`src/shared_pin_io_pkg.sv`:
```
package shared_pin_io_pkg;
  localparam int          PORT_W    = 16;
  localparam int          CN_W      = 24;
  localparam int          CN_A_W    = 16;
  localparam int          CN_B_W    = CN_W - CN_A_W;
  localparam int          ADDR_W    = 4;
  // Register word indices
  localparam logic [3:0]  OFS_DIR   = 4'h0;
  localparam logic [3:0]  OFS_LAT   = 4'h1;
  localparam logic [3:0]  OFS_PIN   = 4'h2;
  localparam logic [3:0]  OFS_ODC   = 4'h3;
  localparam logic [3:0]  OFS_ACFG1 = 4'h4;
  localparam logic [3:0]  OFS_ACFG2 = 4'h5;
  localparam logic [3:0]  OFS_CNEN_A = 4'h6;
  localparam logic [3:0]  OFS_CNEN_B = 4'h7;
  localparam logic [3:0]  OFS_CNPU_A = 4'h8;
  localparam logic [3:0]  OFS_CNPU_B = 4'h9;
  localparam logic [3:0]  OFS_CNSTAT = 4'ha;
  // Reset values and fields
  localparam logic [15:0] DIR_RST   = 16'hffff;
  localparam logic [15:0] ACFG_RST  = 16'h0000;
  localparam logic [15:0] ZERO16    = 16'h0000;
  localparam int          FLAG_BIT  = 0;
endpackage

```
`src/shared_pin_io_port.sv`:
```
`timescale 1ns/1ps
`default_nettype none
module shared_pin_io_port #(
  parameter logic [15:0] IMPL_MASK   = 16'hffff,
  parameter logic [15:0] OD_MASK     = 16'hffff,
  parameter logic [15:0] ANALOG_MASK = 16'h00ff,
  parameter logic [23:0] CN_MASK     = 24'hff_ffff
) (
  input  wire logic                                   sys_clk,
  input  wire logic                                   arst_n,
  input  wire logic [shared_pin_io_pkg::ADDR_W-1:0]   reg_addr,
  input  wire logic [shared_pin_io_pkg::PORT_W-1:0]   reg_wdata,
  input  wire logic                                   reg_wr,
  input  wire logic                                   reg_rd,
  output logic      [shared_pin_io_pkg::PORT_W-1:0]   reg_rdata,
  input  wire logic [shared_pin_io_pkg::PORT_W-1:0]   pin_in,
  output logic      [shared_pin_io_pkg::PORT_W-1:0]   pin_out,
  output logic      [shared_pin_io_pkg::PORT_W-1:0]   pin_oe_n,
  input  wire logic [shared_pin_io_pkg::PORT_W-1:0]   periph_enable,
  input  wire logic [shared_pin_io_pkg::PORT_W-1:0]   periph_drive,
  input  wire logic [shared_pin_io_pkg::PORT_W-1:0]   periph_out,
  output logic      [shared_pin_io_pkg::PORT_W-1:0]   periph_in,
  output logic      [shared_pin_io_pkg::PORT_W-1:0]   analog_sel,
  input  wire logic [shared_pin_io_pkg::CN_W-1:0]     change_notice,
  output logic      [shared_pin_io_pkg::CN_W-1:0]     weak_pullup_en,
  output logic                                        change_irq,
  output logic                                        change_wake
);
  import shared_pin_io_pkg::*;

  typedef struct packed {
    logic [PORT_W-1:0] dir;
    logic [PORT_W-1:0] lat;
    logic [PORT_W-1:0] odc;
    logic [PORT_W-1:0] acfg1;
    logic [PORT_W-1:0] acfg2;
    logic [CN_W-1:0]   cnen;
    logic [CN_W-1:0]   cnpu;
    logic              flag;
    logic [PORT_W-1:0] pin_s1;
    logic [PORT_W-1:0] pin_s2;
    logic [CN_W-1:0]   cn_s1;
    logic [CN_W-1:0]   cn_s2;
    logic [CN_W-1:0]   cn_prev;
    logic [PORT_W-1:0] rdata;
  } state_s;

  localparam state_s STATE_RST = '{dir: DIR_RST, acfg1: ACFG_RST, acfg2: ACFG_RST,
                                   default: '0};

  state_s            state_r;
  state_s            state_nxt;
  logic [PORT_W-1:0] own_periph;
  logic [PORT_W-1:0] port_drive;
  logic [PORT_W-1:0] analog_pin;
  logic [PORT_W-1:0] pin_read;
  logic [CN_W-1:0]   cn_event;

  function automatic logic hit(input logic [ADDR_W-1:0] a, input logic [ADDR_W-1:0] ofs);
    hit = (a == ofs);
  endfunction

  // Output ownership and pin drive per bit
  generate
    for (genvar i = 0; i < PORT_W; i++) begin : g_pin
      always_comb begin
        own_periph[i] = periph_enable[i] & periph_drive[i];
        if (!IMPL_MASK[i]) begin
          port_drive[i] = 1'b0;
          pin_out[i]    = 1'b0;
        end else if (own_periph[i]) begin
          port_drive[i] = 1'b0;
          pin_out[i]    = periph_out[i];
        end else if (state_r.dir[i]) begin
          port_drive[i] = 1'b0;
          pin_out[i]    = 1'b0;
        end else if (state_r.odc[i]) begin
          port_drive[i] = ~state_r.lat[i];
          pin_out[i]    = 1'b0;
        end else begin
          port_drive[i] = 1'b1;
          pin_out[i]    = state_r.lat[i];
        end
        pin_oe_n[i]  = ~(IMPL_MASK[i] & (own_periph[i] | port_drive[i]));
        periph_in[i] = state_r.pin_s2[i] & ~port_drive[i];
      end
    end
  endgenerate

  assign analog_pin     = ANALOG_MASK & IMPL_MASK & ~(state_r.acfg1 & state_r.acfg2);
  assign analog_sel     = analog_pin;
  assign pin_read       = state_r.pin_s2 & ~analog_pin & IMPL_MASK;
  assign cn_event       = state_r.cnen & CN_MASK & (state_r.cn_s2 ^ state_r.cn_prev);
  assign weak_pullup_en = state_r.cnpu & CN_MASK;
  assign change_irq     = state_r.flag;
  // Unclocked wake path: holds while clocks are stopped in Sleep
  assign change_wake    = |(state_r.cnen & CN_MASK & (change_notice ^ state_r.cn_prev));
  assign reg_rdata      = state_r.rdata;

  always_comb begin
    state_nxt        = state_r;
    state_nxt.pin_s1 = pin_in;
    state_nxt.pin_s2 = state_r.pin_s1;
    state_nxt.cn_s1  = change_notice;
    state_nxt.cn_s2  = state_r.cn_s1;
    state_nxt.cn_prev = state_r.cn_s2;
    // Register writes
    if (reg_wr) begin
      if (hit(reg_addr, OFS_DIR)) begin
        state_nxt.dir = reg_wdata & IMPL_MASK;
      end else if (hit(reg_addr, OFS_LAT) || hit(reg_addr, OFS_PIN)) begin
        state_nxt.lat = reg_wdata & IMPL_MASK;
      end else if (hit(reg_addr, OFS_ODC)) begin
        state_nxt.odc = reg_wdata & OD_MASK & IMPL_MASK;
      end else if (hit(reg_addr, OFS_ACFG1)) begin
        state_nxt.acfg1 = reg_wdata;
      end else if (hit(reg_addr, OFS_ACFG2)) begin
        state_nxt.acfg2 = reg_wdata;
      end else if (hit(reg_addr, OFS_CNEN_A)) begin
        state_nxt.cnen[CN_A_W-1:0] = reg_wdata & CN_MASK[CN_A_W-1:0];
      end else if (hit(reg_addr, OFS_CNEN_B)) begin
        state_nxt.cnen[CN_W-1:CN_A_W] = reg_wdata[CN_B_W-1:0] & CN_MASK[CN_W-1:CN_A_W];
      end else if (hit(reg_addr, OFS_CNPU_A)) begin
        state_nxt.cnpu[CN_A_W-1:0] = reg_wdata & CN_MASK[CN_A_W-1:0];
      end else if (hit(reg_addr, OFS_CNPU_B)) begin
        state_nxt.cnpu[CN_W-1:CN_A_W] = reg_wdata[CN_B_W-1:0] & CN_MASK[CN_W-1:CN_A_W];
      end else if (hit(reg_addr, OFS_CNSTAT) && reg_wdata[FLAG_BIT]) begin
        state_nxt.flag = 1'b0;
      end
    end
    // A new change beats a clear in the same cycle
    if (|cn_event) begin
      state_nxt.flag = 1'b1;
    end
    // Read data, one cycle after the strobe
    state_nxt.rdata = ZERO16;
    if (reg_rd) begin
      if (hit(reg_addr, OFS_DIR)) begin
        state_nxt.rdata = state_r.dir & IMPL_MASK;
      end else if (hit(reg_addr, OFS_LAT)) begin
        state_nxt.rdata = state_r.lat & IMPL_MASK;
      end else if (hit(reg_addr, OFS_PIN)) begin
        state_nxt.rdata = pin_read;
      end else if (hit(reg_addr, OFS_ODC)) begin
        state_nxt.rdata = state_r.odc;
      end else if (hit(reg_addr, OFS_ACFG1)) begin
        state_nxt.rdata = state_r.acfg1;
      end else if (hit(reg_addr, OFS_ACFG2)) begin
        state_nxt.rdata = state_r.acfg2;
      end else if (hit(reg_addr, OFS_CNEN_A)) begin
        state_nxt.rdata = state_r.cnen[CN_A_W-1:0];
      end else if (hit(reg_addr, OFS_CNEN_B)) begin
        state_nxt.rdata = {{(PORT_W-CN_B_W){1'b0}}, state_r.cnen[CN_W-1:CN_A_W]};
      end else if (hit(reg_addr, OFS_CNPU_A)) begin
        state_nxt.rdata = state_r.cnpu[CN_A_W-1:0];
      end else if (hit(reg_addr, OFS_CNPU_B)) begin
        state_nxt.rdata = {{(PORT_W-CN_B_W){1'b0}}, state_r.cnpu[CN_W-1:CN_A_W]};
      end else if (hit(reg_addr, OFS_CNSTAT)) begin
        state_nxt.rdata = {{(PORT_W-1){1'b0}}, state_r.flag};
      end else begin
        state_nxt.rdata = ZERO16;
      end
    end
  end

  always_ff @(posedge sys_clk or negedge arst_n) begin
    if (!arst_n) begin
      state_r <= STATE_RST;
    end else begin
      state_r <= state_nxt;
    end
  end
endmodule
`default_nettype wire

```
`config.mk`:
```
export PLATFORM = sky130hd
export DESIGN_NAME = shared_pin_io_port
export DESIGN_NICKNAME = d
export VERILOG_FILES = /design/src/shared_pin_io_pkg.sv /design/src/shared_pin_io_port.sv
export SDC_FILE = /design/constraint.sdc
export NUM_CORES = 1
export LEC_CHECK = 0
export ABC_AREA = 1
export BUFFER_PORTS_ARGS = -buffer_cell sky130_fd_sc_hd__buf_2
export CAP_MARGIN = 15
export CORE_UTILIZATION = 50
export DETAILED_ROUTE_END_ITERATION = 16
export HOLD_SLACK_MARGIN = 0.02
export PLACE_DENSITY = 0.76
export SYNTH_ARGS = -nofsm -noshare
export SYNTH_HDL_FRONTEND = slang
export SYNTH_SLANG_ARGS = --single-unit
```
`constraint.sdc`:
```
create_clock -name sys_clk -period 1.3 [get_ports sys_clk]
set_input_delay 0.325 -clock sys_clk [delete_from_list [all_inputs] [get_ports sys_clk]]
set_output_delay 0.325 -clock sys_clk [all_outputs]
set_load 0.02 [all_outputs]
```
Word-level counts from Yosys, hierarchy flattened

Index checks and enable logic that the tools add are counted.

Bitwise gates (word level): 112
Eq/ne operators: 19
Reductions and logical operators: 17
Muxes and demuxes: 120

Operator list:

| kind               | number |
|---|---|
| $mux 16            | 10 |
| $mux 1             | 109 |
| $not 1->1          | 56 |
| $and 24x24->24     | 2 |
| $reduce_or 24->1   | 2 |
| $xor 24x24->24     | 2 |
| $and 1x1->1        | 32 |
| $ne 2x1->1 const B | 9 |
| $and 16x16->16     | 1 |
| $eq 4x3->1 const B | 4 |
| $not 8->16         | 1 |
| $or 1x1->1         | 16 |
| $eq 4x4->1 const B | 3 |
| $reduce_and 11->1  | 1 |
| $reduce_and 10->1  | 1 |
| $reduce_and 9->1   | 1 |
| $and 8x8->8        | 1 |
| $eq 4x2->1 const B | 2 |
| $mux 8             | 1 |
| $not 8->8          | 1 |
| $reduce_and 8->1   | 1 |
| $reduce_and 7->1   | 1 |
| $reduce_and 6->1   | 1 |
| $reduce_and 5->1   | 1 |
| other kinds (8)    | 9 |

Register bits after elaboration: 249
Word-level logic and storage cells: 284
Bits of input ports: 112
Output and inout port bits: 106

Longest topological paths before layout

Gate-level depths: netlist of run 1.

Depth in word-level cells: 14
Gate-level depth with buffers: 14
Mapped depth without buffers: 12

Least setup slack after synthesis of run 1

No wires, ideal clock.

Kind: register -> output
Start: register state_r[20] (netlist bit)
End: output port change_wake
Data required time: 975 ps
Stages on the path, launching flop included: 6
Buffers on the path: 0
Arrival time: 1212 ps
Setup slack: -237 ps
Cell sequence: dfrtp_1 > or2_2 > nand3_1 > o21ai_0 > nor4_1 > nand3_1

Cells in the longest elaborated chain, start to end: 3

Ends and longest elaborated chain:

| what                   | line                      | text |
|---|---|---|
| start, declared        | shared_pin_io_port.sv:51  | `state_s state_r;` |
| start signal, assigned | shared_pin_io_port.sv:170 | `state_r <= state_nxt;` |
| $xor 24x24->24         | shared_pin_io_port.sv:97  | `assign change_wake = \|(state_r.cnen & CN_MASK & (change_notice ^ state_r.cn_prev));` |
| $and 24x24->24         | shared_pin_io_port.sv:97  |  |
| $reduce_or 24->1       | shared_pin_io_port.sv:97  |  |
| end, declared          | shared_pin_io_port.sv:27  | `output logic change_wake` |

No other way between the ends.

Worst setup path in the final report of run 1

Start: register state_r[29] (netlist bit)
End: output port change_wake

The elaborated chain is that of the path after synthesis.

==> summary.md, run 1 <==
| Metric | Value |
|---|---|
| Status | complete, but fails checks |
| Failing checks | negative setup slack |
| Via count | about 11000 |
| Core footprint | roughly 0.021 mm2 |
| Number of flops mapped to enable cells by yosys | 0 |
| Nets | 1794 |
| Hold Crit Class | input port to flop |
| Syn Inst Count | 1261 |
| Worst slew margin | 66.3% |
| Unique masters post-synth | 34 |
| Most numerous cell on the critical path | nand2_1 |
| Clock Path Buffers | 3 |
| Initial core utilization | ~52% |
| Max VDD drop | roughly 0.0013 V |
| Worst-margin pin slew | 504 ps |
| DRC errors left | 0 |
| Die W | about 150 um |
| Hold depth | 2 |
| RSZ-0062 raised after global routing | true |
| Post-synth ARST share | 100% |
| Initial antenna violation count | 0 |
| F_max | between 400 and 500 MHz |
| Max-cap violation count | 0 |
| Post-synth top cells | nand2_1 (375), dfrtp_1 (233), o21ai_0 (173) |
| CTS tree | built |
| WL/cell | 18.9 um |
| WP data required | between 900 and 1000 ps |
| Setup Skew | a little under 20 ps |
| Die ar. | 0.0226 mm2 |
| Hold Fails Final Rpt | 0 |
| Final Cell Area | roughly 0.016 mm2 |
| Sequential area share after synthesis | ~57% |
| Crit path launch type | flop |
| Total power | about 24 mW |
| I/O pin count | 218 |
| Crit. End Element | primary output |
| # diodes | 0 |
| Setup ws final | -914 ps |
| Slew Limit Fails | 0 |
| First-pass GRT wire length | around 56 mm |
| Yosys reg bits | about 250 |
| Avg Inst Size Synth | 8.72 um2 |
| CP max stage delay | 390 ps |
| R2r startpoint | weak_pullup_en[23]$_DFFE_PN0P_ |
| DP Area | about 0.013 mm2 |
| DRT antenna net count | 0 |
| Post-Route WL | around 37 mm |
| Die H | about 150 um |
| Worst hold endpoint | state_nxt[50]$_DFF_PN0_ |
| Synthesis-to-finish area growth | 49.1% |
| Root Driver | clkbuf_16 |
| Dpl ws | -514 ps |
| Cells on worst reg2reg path | 10 |
| Final setup viols | 101 |
| Synth area leaders | dfrtp_1 (53%), nand2_1 (13%), o21ai_0 (7.9%) |
| DR pass1 iterations | 6 |
| Setup_tns | -28810 ps |
| Reg2Reg Setup Slack | -140 ps |
| Largest net degree at the start of global routing | 55 |
| CP cell instances | nand2_1, nand2_1, nor2_1, a21oi_1, nand3_1, nor4_2, nand3_2, buf_6 |
| Dpl hpwl | 22.5 mm |
| R2R Path End | reg_rdata[7]$_DFF_PN0_ |
| Synthesized cell area | 0.0110 mm2 |
| Htree depth | 1 |
| Critical Path Fanout Max | 4 |
| Via-to-Cell Ratio | between 5 and 6 |
| WS Path Type | flop to primary output |
| Hold Worst Slack | approximately 36 ps |
| Vias in the first global route | 10853 |
| Reg clk slew, reported paths | about 60 ps |
| Yosys top cell by area | dfrtp_1 |
| Leakage power | between 8 and 9 nW |
| Layout cells sized above 1 | roughly 42% |
| DR iter-0 viols | between 900 and 1000 |
| Min Tclk post-route | around 2200 ps |
| Num rows | 53 |
| Worst skew pair latency | 540 ps |
| Total grt overflow | 0 |
| GRT Total Usage | 32.3% |
| CTS sink count | ~250 |
| Most frequent cell after synthesis | nand2_1 |
| CP arrival | 1890 ps |
| Hold_sp | change_notice[10] |
| Slowest cell on crit path | dfrtp_1 |
| I/O Buffers | 209 |
| Power Density | roughly 1500 mW/mm2 |
| Total CTS buffers | 26 |
| Most used DFF post-synth | dfrtp_1 |
| Synth top area share | 53.0% |
| Final GP Congestion | around 0.87 |
| Yosys warns | 0 |
| Fin crit share | 170% |
[power breakdown]
group	total, mW	internal, mW	switching (mW)
Clock	7.67	4.54	3.13
Combinational	6.80	3.28	3.52
Sequential	9.79	8.87	0.930
Total	24.3	16.7	7.58
[critical path: cells and delay by family, from the launching register on]
| kind | cells | cell delay, ps |
|---|---|---|
| compound gates | 1 | 130 |
| flops | 1 | 390 |
| buf+inv | 1 | 150 |
| simple gates | 6 | 700 |
[timing repair]
| action | 4_1_cts | 5_1_grt |
|---|---|---|
| setup endpoints to repair | 105 | 129 |
| hold buffers | 37 | 0 |
| resized for setup | 281 | 133 |
| buffers inserted | 78 | 33 |
| pin swaps | 51 | 75 |
| hold endpoints to repair | 212 | 0 |
| gates cloned | 0 | 1 |
[sequential cells by signal, summed over array words and instances, names as in the netlist]
register / cells
weak_pullup_en: 24
state_r: 144
reg_rdata: 16
change_irq: 1
state_nxt: 64
[per-stage QoR]
stage | std cells | util [%]
CTS | 1952 | 74.5
global route | 1976 | 77.0
global placement | 1792 | 62.0
floorplan | 1268 | -
detailed placement | 1792 | 62.0
finish | 1976 | 77.0
[layout make-up]
class                           instances  area, um2
Clock inverter                          8       97.6
Fill cell                            1337       4890
Timing Repair inverter                  1       6.26
Multi-Input combinational cell        821       4510
Inverter                              113        443
Timing Repair Buffer                  470       3960
Tap cell                              275        344
Clock buffer                           39        781
Sequential cell                       249       6260
[routing by layer]
metal | share of wire (%) | wire length [um] | GRT usage [%]
met4 | 5.4 | 2030 | 15.4
met5 | 0 | 0 | 0
met1 | 37 | 14000 | 40.6
met3 | 8.5 | 3170 | 5.33
met2 | 49 | 18100 | 54.3
[logic make-up after synthesis]
logic type             share of synthesized area [%]
other                                         0.0341
AO/OA/AOI/OAI                                   11.9
flip-flops                                      56.8
buffers and inverters                           8.79
XOR/XNOR                                        1.11
AND/OR/NAND/NOR                                 21.3
[how the worst max path moves through the flow]
stage | cells past startpoint | from | endpoint
5_1_grt | 7 | state_r[31]$_DFF_PN0_ | change_wake
4_1_cts | 7 | state_r[32]$_DFF_PN0_ | change_wake
3_5_place_dp | 7 | change_notice[11] | change_wake
6_report | 8 | state_r[29]$_DFF_PN0_ | change_wake
3_3_place_gp | 7 | change_notice[11] | change_wake
2_1_floorplan | 5 | state_r[28]$_DFF_PN0_ | change_wake
[layout by cell type, fill, tap and decap left out, types with 12 or more instances in the layout]
| master | count |
|---|---|
| nand2_1 | 316 |
| nand3_2 | 37 |
| clkbuf_16 | 27 |
| nand3_1 | 45 |
| or2_4 | 16 |
| inv_2 | 43 |
| a21oi_1 | 45 |
| buf_4 | 195 |
| dfrtp_1 | 229 |
| o21ai_0 | 152 |
| buf_12 | 15 |
| xor2_1 | 13 |
| dlygate4sd3_1 | 37 |
| or2_2 | 12 |
| nand2_2 | 52 |
| inv_1 | 66 |
| buf_2 | 110 |
| dfstp_2 | 16 |
| o21ai_1 | 16 |
| nand4_1 | 20 |
| buf_6 | 112 |
| nor2_1 | 18 |
| nor2_4 | 12 |
(Power assumes the default switching activity.)
==> run 2: changes to the inputs <==
- CELL_PAD_IN_SITES_DETAIL_PLACEMENT: default -> 1
- CELL_PAD_IN_SITES_GLOBAL_PLACEMENT: default -> 1
- CORE_UTILIZATION: 50 -> 37
- PLACE_DENSITY: 0.76 -> 0.79
- REMOVE_ABC_BUFFERS: default -> 1
==> summary.md, run 2 (synthesis gave the netlist of run 1 again) <==
| Metric | Value |
|---|---|
| Synthesis-to-finish area growth | 48.8% (was 49.1%) |
| Crit. End Element | primary output (unchanged) |
| Most frequent cells in the layout | nand2_1 (316), dfrtp_1 (231), buf_4 (174), o21ai_0 (157), buf_2 (112) (was nand2_1 (316), dfrtp_1 (229), buf_4 (195), o21ai_0 (152), buf_6 (112)) |
| Post-Route WL | 42.1 mm (was 37.3 mm) |
| I/O Buffers | 209 (unchanged) |
| F_max | 447 MHz (was 452 MHz) |
| Setup ws final | -935 ps (was -914 ps) |
| Core footprint | 0.0289 mm2 (was 0.0213 mm2) |
| Leakage power | 8.19 nW (was 8.35 nW) |
| R2R Path End | reg_rdata[7]$_DFF_PN0_ (unchanged) |
| Hold Fails Final Rpt | 0 (unchanged) |
| Multi-input logic area | 0.00449 mm2 (was 0.00451 mm2) |
| Largest register FFs | 144 (unchanged) |
| Reg2Reg Setup Slack | -100 ps (was -140 ps) |
| CTS tree | built (unchanged) |
| # fillers | 3262 (was 1337) |
| Initial antenna violation count | 0 (unchanged) |
| Total power | 24.3 mW (about the same) |
| Reg with most FFs | state_r (unchanged) |
| I/O pin count | 218 (unchanged) |
| Vias in the first global route | 11625 (was 10853) |
| Reg clk slew, reported paths | 60 ps (about the same) |
| Max VDD drop | 0.000969 V (was 0.00127 V) |
| Status | complete, but fails checks (unchanged) |
| Cells on worst reg2reg path | 9 (was 10) |
| Cell family contributing the most delay on the critical path | simple AND/OR/NAND/NOR gates (unchanged) |
| Cell count after placement | 1905 (was 1792) |
| DRC errors left | 0 (unchanged) |
| Layout cells sized above 1 | 41.4% (was 42.3%) |
| Htree depth | 1 (unchanged) |
| Setup_tns | -30780 ps (was -28810 ps) |
| Die W | 174 um (was 150 um) |
| WL/cell | 20.3 um (was 18.9 um) |
| R2r startpoint | weak_pullup_en[7]$_DFFE_PN0P_ (was weak_pullup_en[23]$_DFFE_PN0P_) |
| Setup Skew | 20.9 ps (was 19.6 ps) |
| GRT Total Usage | 26.5% (was 32.3%) |
| Slew Limit Fails | 0 (unchanged) |
| CP arrival | 1910 ps (was 1890 ps) |
| Worst Path Buf+Inv | 1 (unchanged) |
| Die ar. | 0.0304 mm2 (was 0.0226 mm2) |
| DR iter-0 viols | 671 (was 973) |
| Final Cell Area | 0.0164 mm2 (about the same) |
| Via-to-Cell Ratio | 5.20 (was 5.57) |
| Nets | 1777 (was 1794) |
| Hold_sp | reg_wdata[8] (was change_notice[10]) |
| Critical Path Fanout Max | 2 (was 4) |
| DR pass1 iterations | 5 (was 6) |
| Root Driver | clkbuf_16 (unchanged) |
| First-pass GRT wire length | 63.1 mm (was 55.7 mm) |
| Worst skew pair latency | 560 ps (was 540 ps) |
| Clock Path Buffers | 3 (unchanged) |
| WP data required | 980 ps (about the same) |
| Fin crit share | 172% (was 170%) |
| Total grt overflow | 0 (unchanged) |
| Via count | 10774 (was 11012) |
| CP max stage delay | 380 ps (was 390 ps) |
| Dpl hpwl | 26.5 mm (was 22.5 mm) |
| Final Non-Filler Cells | 2072 (was 1976) |
| Hold Worst Slack | 178 ps (was 36.3 ps) |
| Initial core utilization | 38.0% (was 51.7%) |
| Failing checks | negative setup slack (unchanged) |
| CP cell instances | or2_2, nand3_2, o2111ai_4, nor3_2, nand3_1, buf_6 (was nand2_1, nand2_1, nor2_1, a21oi_1, nand3_1, nor4_2, nand3_2, buf_6) |
| Hold Crit Class | input port to flop (unchanged) |
| Total CTS buffers | 27 (was 26) |
| Num rows | 62 (was 53) |
| Worst hold endpoint | state_r[193]$_DFFE_PN0P_ (was state_nxt[50]$_DFF_PN0_) |
| Hold depth | 3 (was 2) |
| WS Path Type | flop to primary output (unchanged) |
| Power Density | 1480 mW/mm2 (about the same) |
| Crit path launch type | flop (unchanged) |
| Largest net degree at the start of global routing | 52 (was 55) |
| Final setup viols | 103 (was 101) |
| Most common cell after layout, fill and taps aside | nand2_1 (unchanged) |
| Slowest cell on crit path | dfrtp_1 (unchanged) |
| DRT antenna net count | 0 (unchanged) |
| CTS sink count | 249 (unchanged) |
| DP Area | 0.0132 mm2 (about the same) |
| Die H | 174 um (was 150 um) |
| Max-cap violation count | 0 (unchanged) |
| Min Tclk post-route | 2240 ps (was 2210 ps) |
| Reg area | 0.00625 mm2 (was 0.00626 mm2) |
| Final GP Congestion | 0.897 (was 0.871) |
| RSZ-0062 raised after global routing | true (unchanged) |
==> run 2: cell count changes in the layout (fill, tap and decap cells not counted), moves of 5 or more <==
cell	before	now
o21ai_0	152	157
nor2_4	12	6
clkbuf_1	6	11
buf_4	195	174
nand3_2	37	42
nand3_1	45	39
o21ai_1	16	11
==> run 2: final cells by class <==
cell class | count | area share [%]
antenna | 2 | 0.0306
clock buffer | 44 | 4.89
inverter | 113 | 2.62
clock inverter | 6 | 0.359
timing repair buffer | 453 | 23.5
tap | 384 | 2.94
multi-input combinational | 821 | 27.5
sequential | 249 | 38.2
==> run 2: worst max-delay path by stage <==
stage / start / end / slack (ps) / depth (start not counted)
floorplan: reg_addr[3] / state_r[218]$_DFFE_PN0P_ / -800 / 6
global placement: reg_addr[0] / reg_rdata[7]$_DFF_PN0_ / -530 / 12
detailed placement: reg_addr[0] / reg_rdata[4]$_DFF_PN0_ / -570 / 12
CTS: state_r[27]$_DFF_PN0_ / change_wake / -1030 / 6
global route: state_r[18]$_DFF_PN0_ / change_wake / -990 / 6
finish: state_r[34]$_DFF_PN0_ / change_wake / -940 / 6
==> run 2: worst register-to-register path: stages, from the launching register on <==
cell     delay, ps
dfrtp_2        470
buf_6          140
nand2_2         60
nand3_2         70
o21ai_2         70
nand3_1        140
nand2_1        130
nand3_2         80
nand2_1         90
inv_1           40
==> run 2: power by group <==
group,leakage (nW),switching [mW],internal [mW]
logic,4.75,3.64,3.20
registers,3.02,0.946,8.86
clock network,0.423,3.22,4.38
==> run 2: layer usage <==
| layer | vias to the layer above | wire (um) | part of all wire (%) | GRT usage, % |
|---|---|---|---|---|
| met2 | 328 | 22200 | 53 | 48.2 |
| met4 | 0 | 1040 | 2.5 | 6.76 |
| li1 | 4851 | - | - | - |
| met1 | 5503 | 16900 | 40 | 32.5 |
| met3 | 92 | 1990 | 4.7 | 4.09 |
| met5 | - | 0 | 0 | 0 |
==> run 2: per-stage QoR <==
step	worst slack, ps	util [%]
3_3_place_gp	-535	45.6
5_1_grt	-988	56.5
3_5_place_dp	-575	45.6
4_1_cts	-1030	54.6
2_1_floorplan	-795	-
6_report	-935	56.5
==> run 2: timing repair <==
item / CTS / global route
gates resized for setup: 289 / 148
endpoints found under the hold margin: 275 / 0
hold buffers: 41 / 0
endpoints found under the setup margin: 105 / 114
pin swaps: 52 / 72
setup buffers: 64 / 20
==> run 3: changes to the inputs <==
- CORE_ASPECT_RATIO: default -> 1.2
- PLACE_DENSITY: 0.79 -> default
- PLACE_DENSITY_LB_ADDON: default -> 0.3
==> summary.md, run 3 (synthesis gave the netlist of run 1 again) <==
| Metric | Value |
|---|---|
| Final GP Congestion | 0.853 (was 0.897) |
| Die ar. | 0.0304 mm2 (about the same) |
| Crit. End Element | primary output (unchanged) |
| Min Tclk post-route | 2310 ps (was 2240 ps) |
| Hold Fails Final Rpt | 0 (unchanged) |
| DP Area | 0.0133 mm2 (was 0.0132 mm2) |
| Largest register FFs | 144 (unchanged) |
| Initial antenna violation count | 2 (was 0) |
| Via count | 10553 (was 10774) |
| Reg2Reg Setup Slack | -130 ps (was -100 ps) |
| Power Density | 1480 mW/mm2 (about the same) |
| Reg area | 0.00625 mm2 (about the same) |
| # fillers | 3331 (was 3262) |
| Reg clk slew, reported paths | 60 ps (about the same) |
| CP max stage delay | 390 ps (was 380 ps) |
| RSZ-0062 raised after global routing | true (unchanged) |
| Initial core utilization | 37.9% (was 38.0%) |
| Leakage power | 8.30 nW (was 8.19 nW) |
| Vias in the first global route | 11731 (was 11625) |
| Most frequent cells in the layout | nand2_1 (323), dfrtp_1 (230), buf_4 (196), o21ai_0 (152), buf_2 (111) (was nand2_1 (316), dfrtp_1 (231), buf_4 (174), o21ai_0 (157), buf_2 (112)) |
| DR iter-0 viols | 473 (was 671) |
| Via-to-Cell Ratio | 5.05 (was 5.20) |
| Failing checks | negative setup slack (unchanged) |
| Largest net degree at the start of global routing | 39 (was 52) |
| WP data required | 980 ps (about the same) |
| Die W | 159 um (was 174 um) |
| R2r startpoint | state_r[35]$_DFF_PN0_ (was weak_pullup_en[7]$_DFFE_PN0P_) |
| WL/cell | 19.8 um (was 20.3 um) |
| Final setup viols | 101 (was 103) |
| Htree depth | 1 (unchanged) |
| DRC errors left | 0 (unchanged) |
| CTS tree | built (unchanged) |
| Setup Skew | 21.0 ps (was 20.9 ps) |
| DR pass1 iterations | 5 (unchanged) |
| Num rows | 68 (was 62) |
| Cell family contributing the most delay on the critical path | simple AND/OR/NAND/NOR gates (unchanged) |
| Launch point of the worst path | state_r[29]$_DFF_PN0_ (was state_r[34]$_DFF_PN0_) |
| Status | complete, but fails checks (unchanged) |
| Total CTS buffers | 28 (was 27) |
| Hold_sp | change_notice[3] (was reg_wdata[8]) |
| I/O pin count | 218 (unchanged) |
| First-pass GRT wire length | 62.7 mm (was 63.1 mm) |
| Slowest cell on crit path | dfrtp_1 (unchanged) |
| Root Driver | clkbuf_16 (unchanged) |
| DRT antenna net count | 0 (unchanged) |
| I/O Buffers | 209 (unchanged) |
| F_max | 434 MHz (was 447 MHz) |
| Worst Path Buf+Inv | 1 (unchanged) |
| Layout cells sized above 1 | 41.8% (was 41.4%) |
| Critical Path Fanout Max | 3 (was 2) |
| Nets | 1794 (was 1777) |
| Post-Route WL | 41.3 mm (was 42.1 mm) |
| WS Path Type | flop to primary output (unchanged) |
| Core footprint | 0.0290 mm2 (was 0.0289 mm2) |
| Reg with most FFs | state_r (unchanged) |
| Fin crit share | 177% (was 172%) |
| Most numerous cell on the critical path | nand2_1 |
| Synthesis-to-finish area growth | 49.7% (was 48.8%) |
| Max VDD drop | 0.000970 V (was 0.000969 V) |
| Final Cell Area | 0.0165 mm2 (was 0.0164 mm2) |
| Crit path launch type | flop (unchanged) |
| Total grt overflow | 0 (unchanged) |
| Dpl ws | -533 ps (was -575 ps) |
| CTS sink count | 249 (unchanged) |
| Dpl hpwl | 27.2 mm (was 26.5 mm) |
| CP cell instances | nand2_1, nand2_1, nor2_1, a21oi_2, nand3_2, nor4_2, nand3_1, buf_6 (was or2_2, nand3_2, o2111ai_4, nor3_2, nand3_1, buf_6) |
| Slew Limit Fails | 0 (unchanged) |
| Setup ws final | -1010 ps (was -935 ps) |
| Most common cell after layout, fill and taps aside | nand2_1 (unchanged) |
| Clock Path Buffers | 3 (unchanged) |
| CP arrival | 1980 ps (was 1910 ps) |
| GRT Total Usage | 26.6% (was 26.5%) |
| Multi-input logic area | 0.00442 mm2 (was 0.00449 mm2) |
| Hold Crit Class | input port to flop (unchanged) |
| Max-cap violation count | 0 (unchanged) |
| Die H | 191 um (was 174 um) |
| Layout Utilization | 56.7% (was 56.5%) |
| Worst skew pair latency | 540 ps (was 560 ps) |
run 3: changes by cell type in the layout (fill, tap and decap cells not counted), sizes merged:
cell,change
clkinv,+1
clkinvlp,+1
dlygate4sd3,-1
clkbuf,-3
buf,+17
run 3: cell type report:
class	instances	share of cell area, %
clock buffers	41	5.11
well taps	385	2.93
multi-input cells	821	26.9
diodes	2	0.0304
flip-flops and latches	249	38.0
clock inverters	8	0.448
repair buffers	469	24.0
inverters	113	2.62
run 3: worst paths after layout:
path / to / cells after the start
hold / removal: state_nxt[43]$_DFF_PN0_ / 2
hold reg to reg: state_nxt[29]$_DFF_PN0_ / 0
setup reg to reg: change_irq$_DFFE_PN0P_ / 6
setup / recovery: change_wake / 8
min in group asynchronous: state_nxt[51]$_DFF_PN0_ / 2
max in group asynchronous: state_r[239]$_DFFE_PN1P_ / 3
run 3: per-layer routing:
layer | routed length (um) | vias up | GRT usage (%)
li1 | - | 4890 | -
met5 | 0 | - | 0
met1 | 16400 | 5289 | 31.0
met3 | 1270 | 93 | 3.04
met2 | 22000 | 281 | 48.9
met4 | 1610 | 0 | 12.5
run 3: power breakdown:
| group | switching (mW) | internal, mW | total [mW] |
|---|---|---|---|
| clock | 3.23 | 4.66 | 7.88 |
| sequential | 0.902 | 8.87 | 9.77 |
| combinational | 3.54 | 3.18 | 6.71 |
| total | 7.67 | 16.7 | 24.4 |
run 3: repair_timing:
item / in CTS / in global routing
buffers inserted: 65 / 20
endpoints found under the hold margin: 186 / 1
gates resized for setup: 303 / 119
setup endpoints to repair: 108 / 129
pin swaps: 55 / 67
hold buffers: 39 / 1
run 3: metrics by stage:
step | TNS [ps] | instances | hold WS, ps | total power [mW]
after CTS | -29070 | 2073 | -83.4 | 23.9
after global routing | -32460 | 2088 | 56.0 | 25.4
after detailed placement | -45470 | 1924 | 242 | 14.3
after global placement | -39220 | 1924 | 240 | 14.1
after floorplan | -34880 | 1183 | 29.4 | 11.9
final | -28190 | 2088 | 57.2 | 24.4
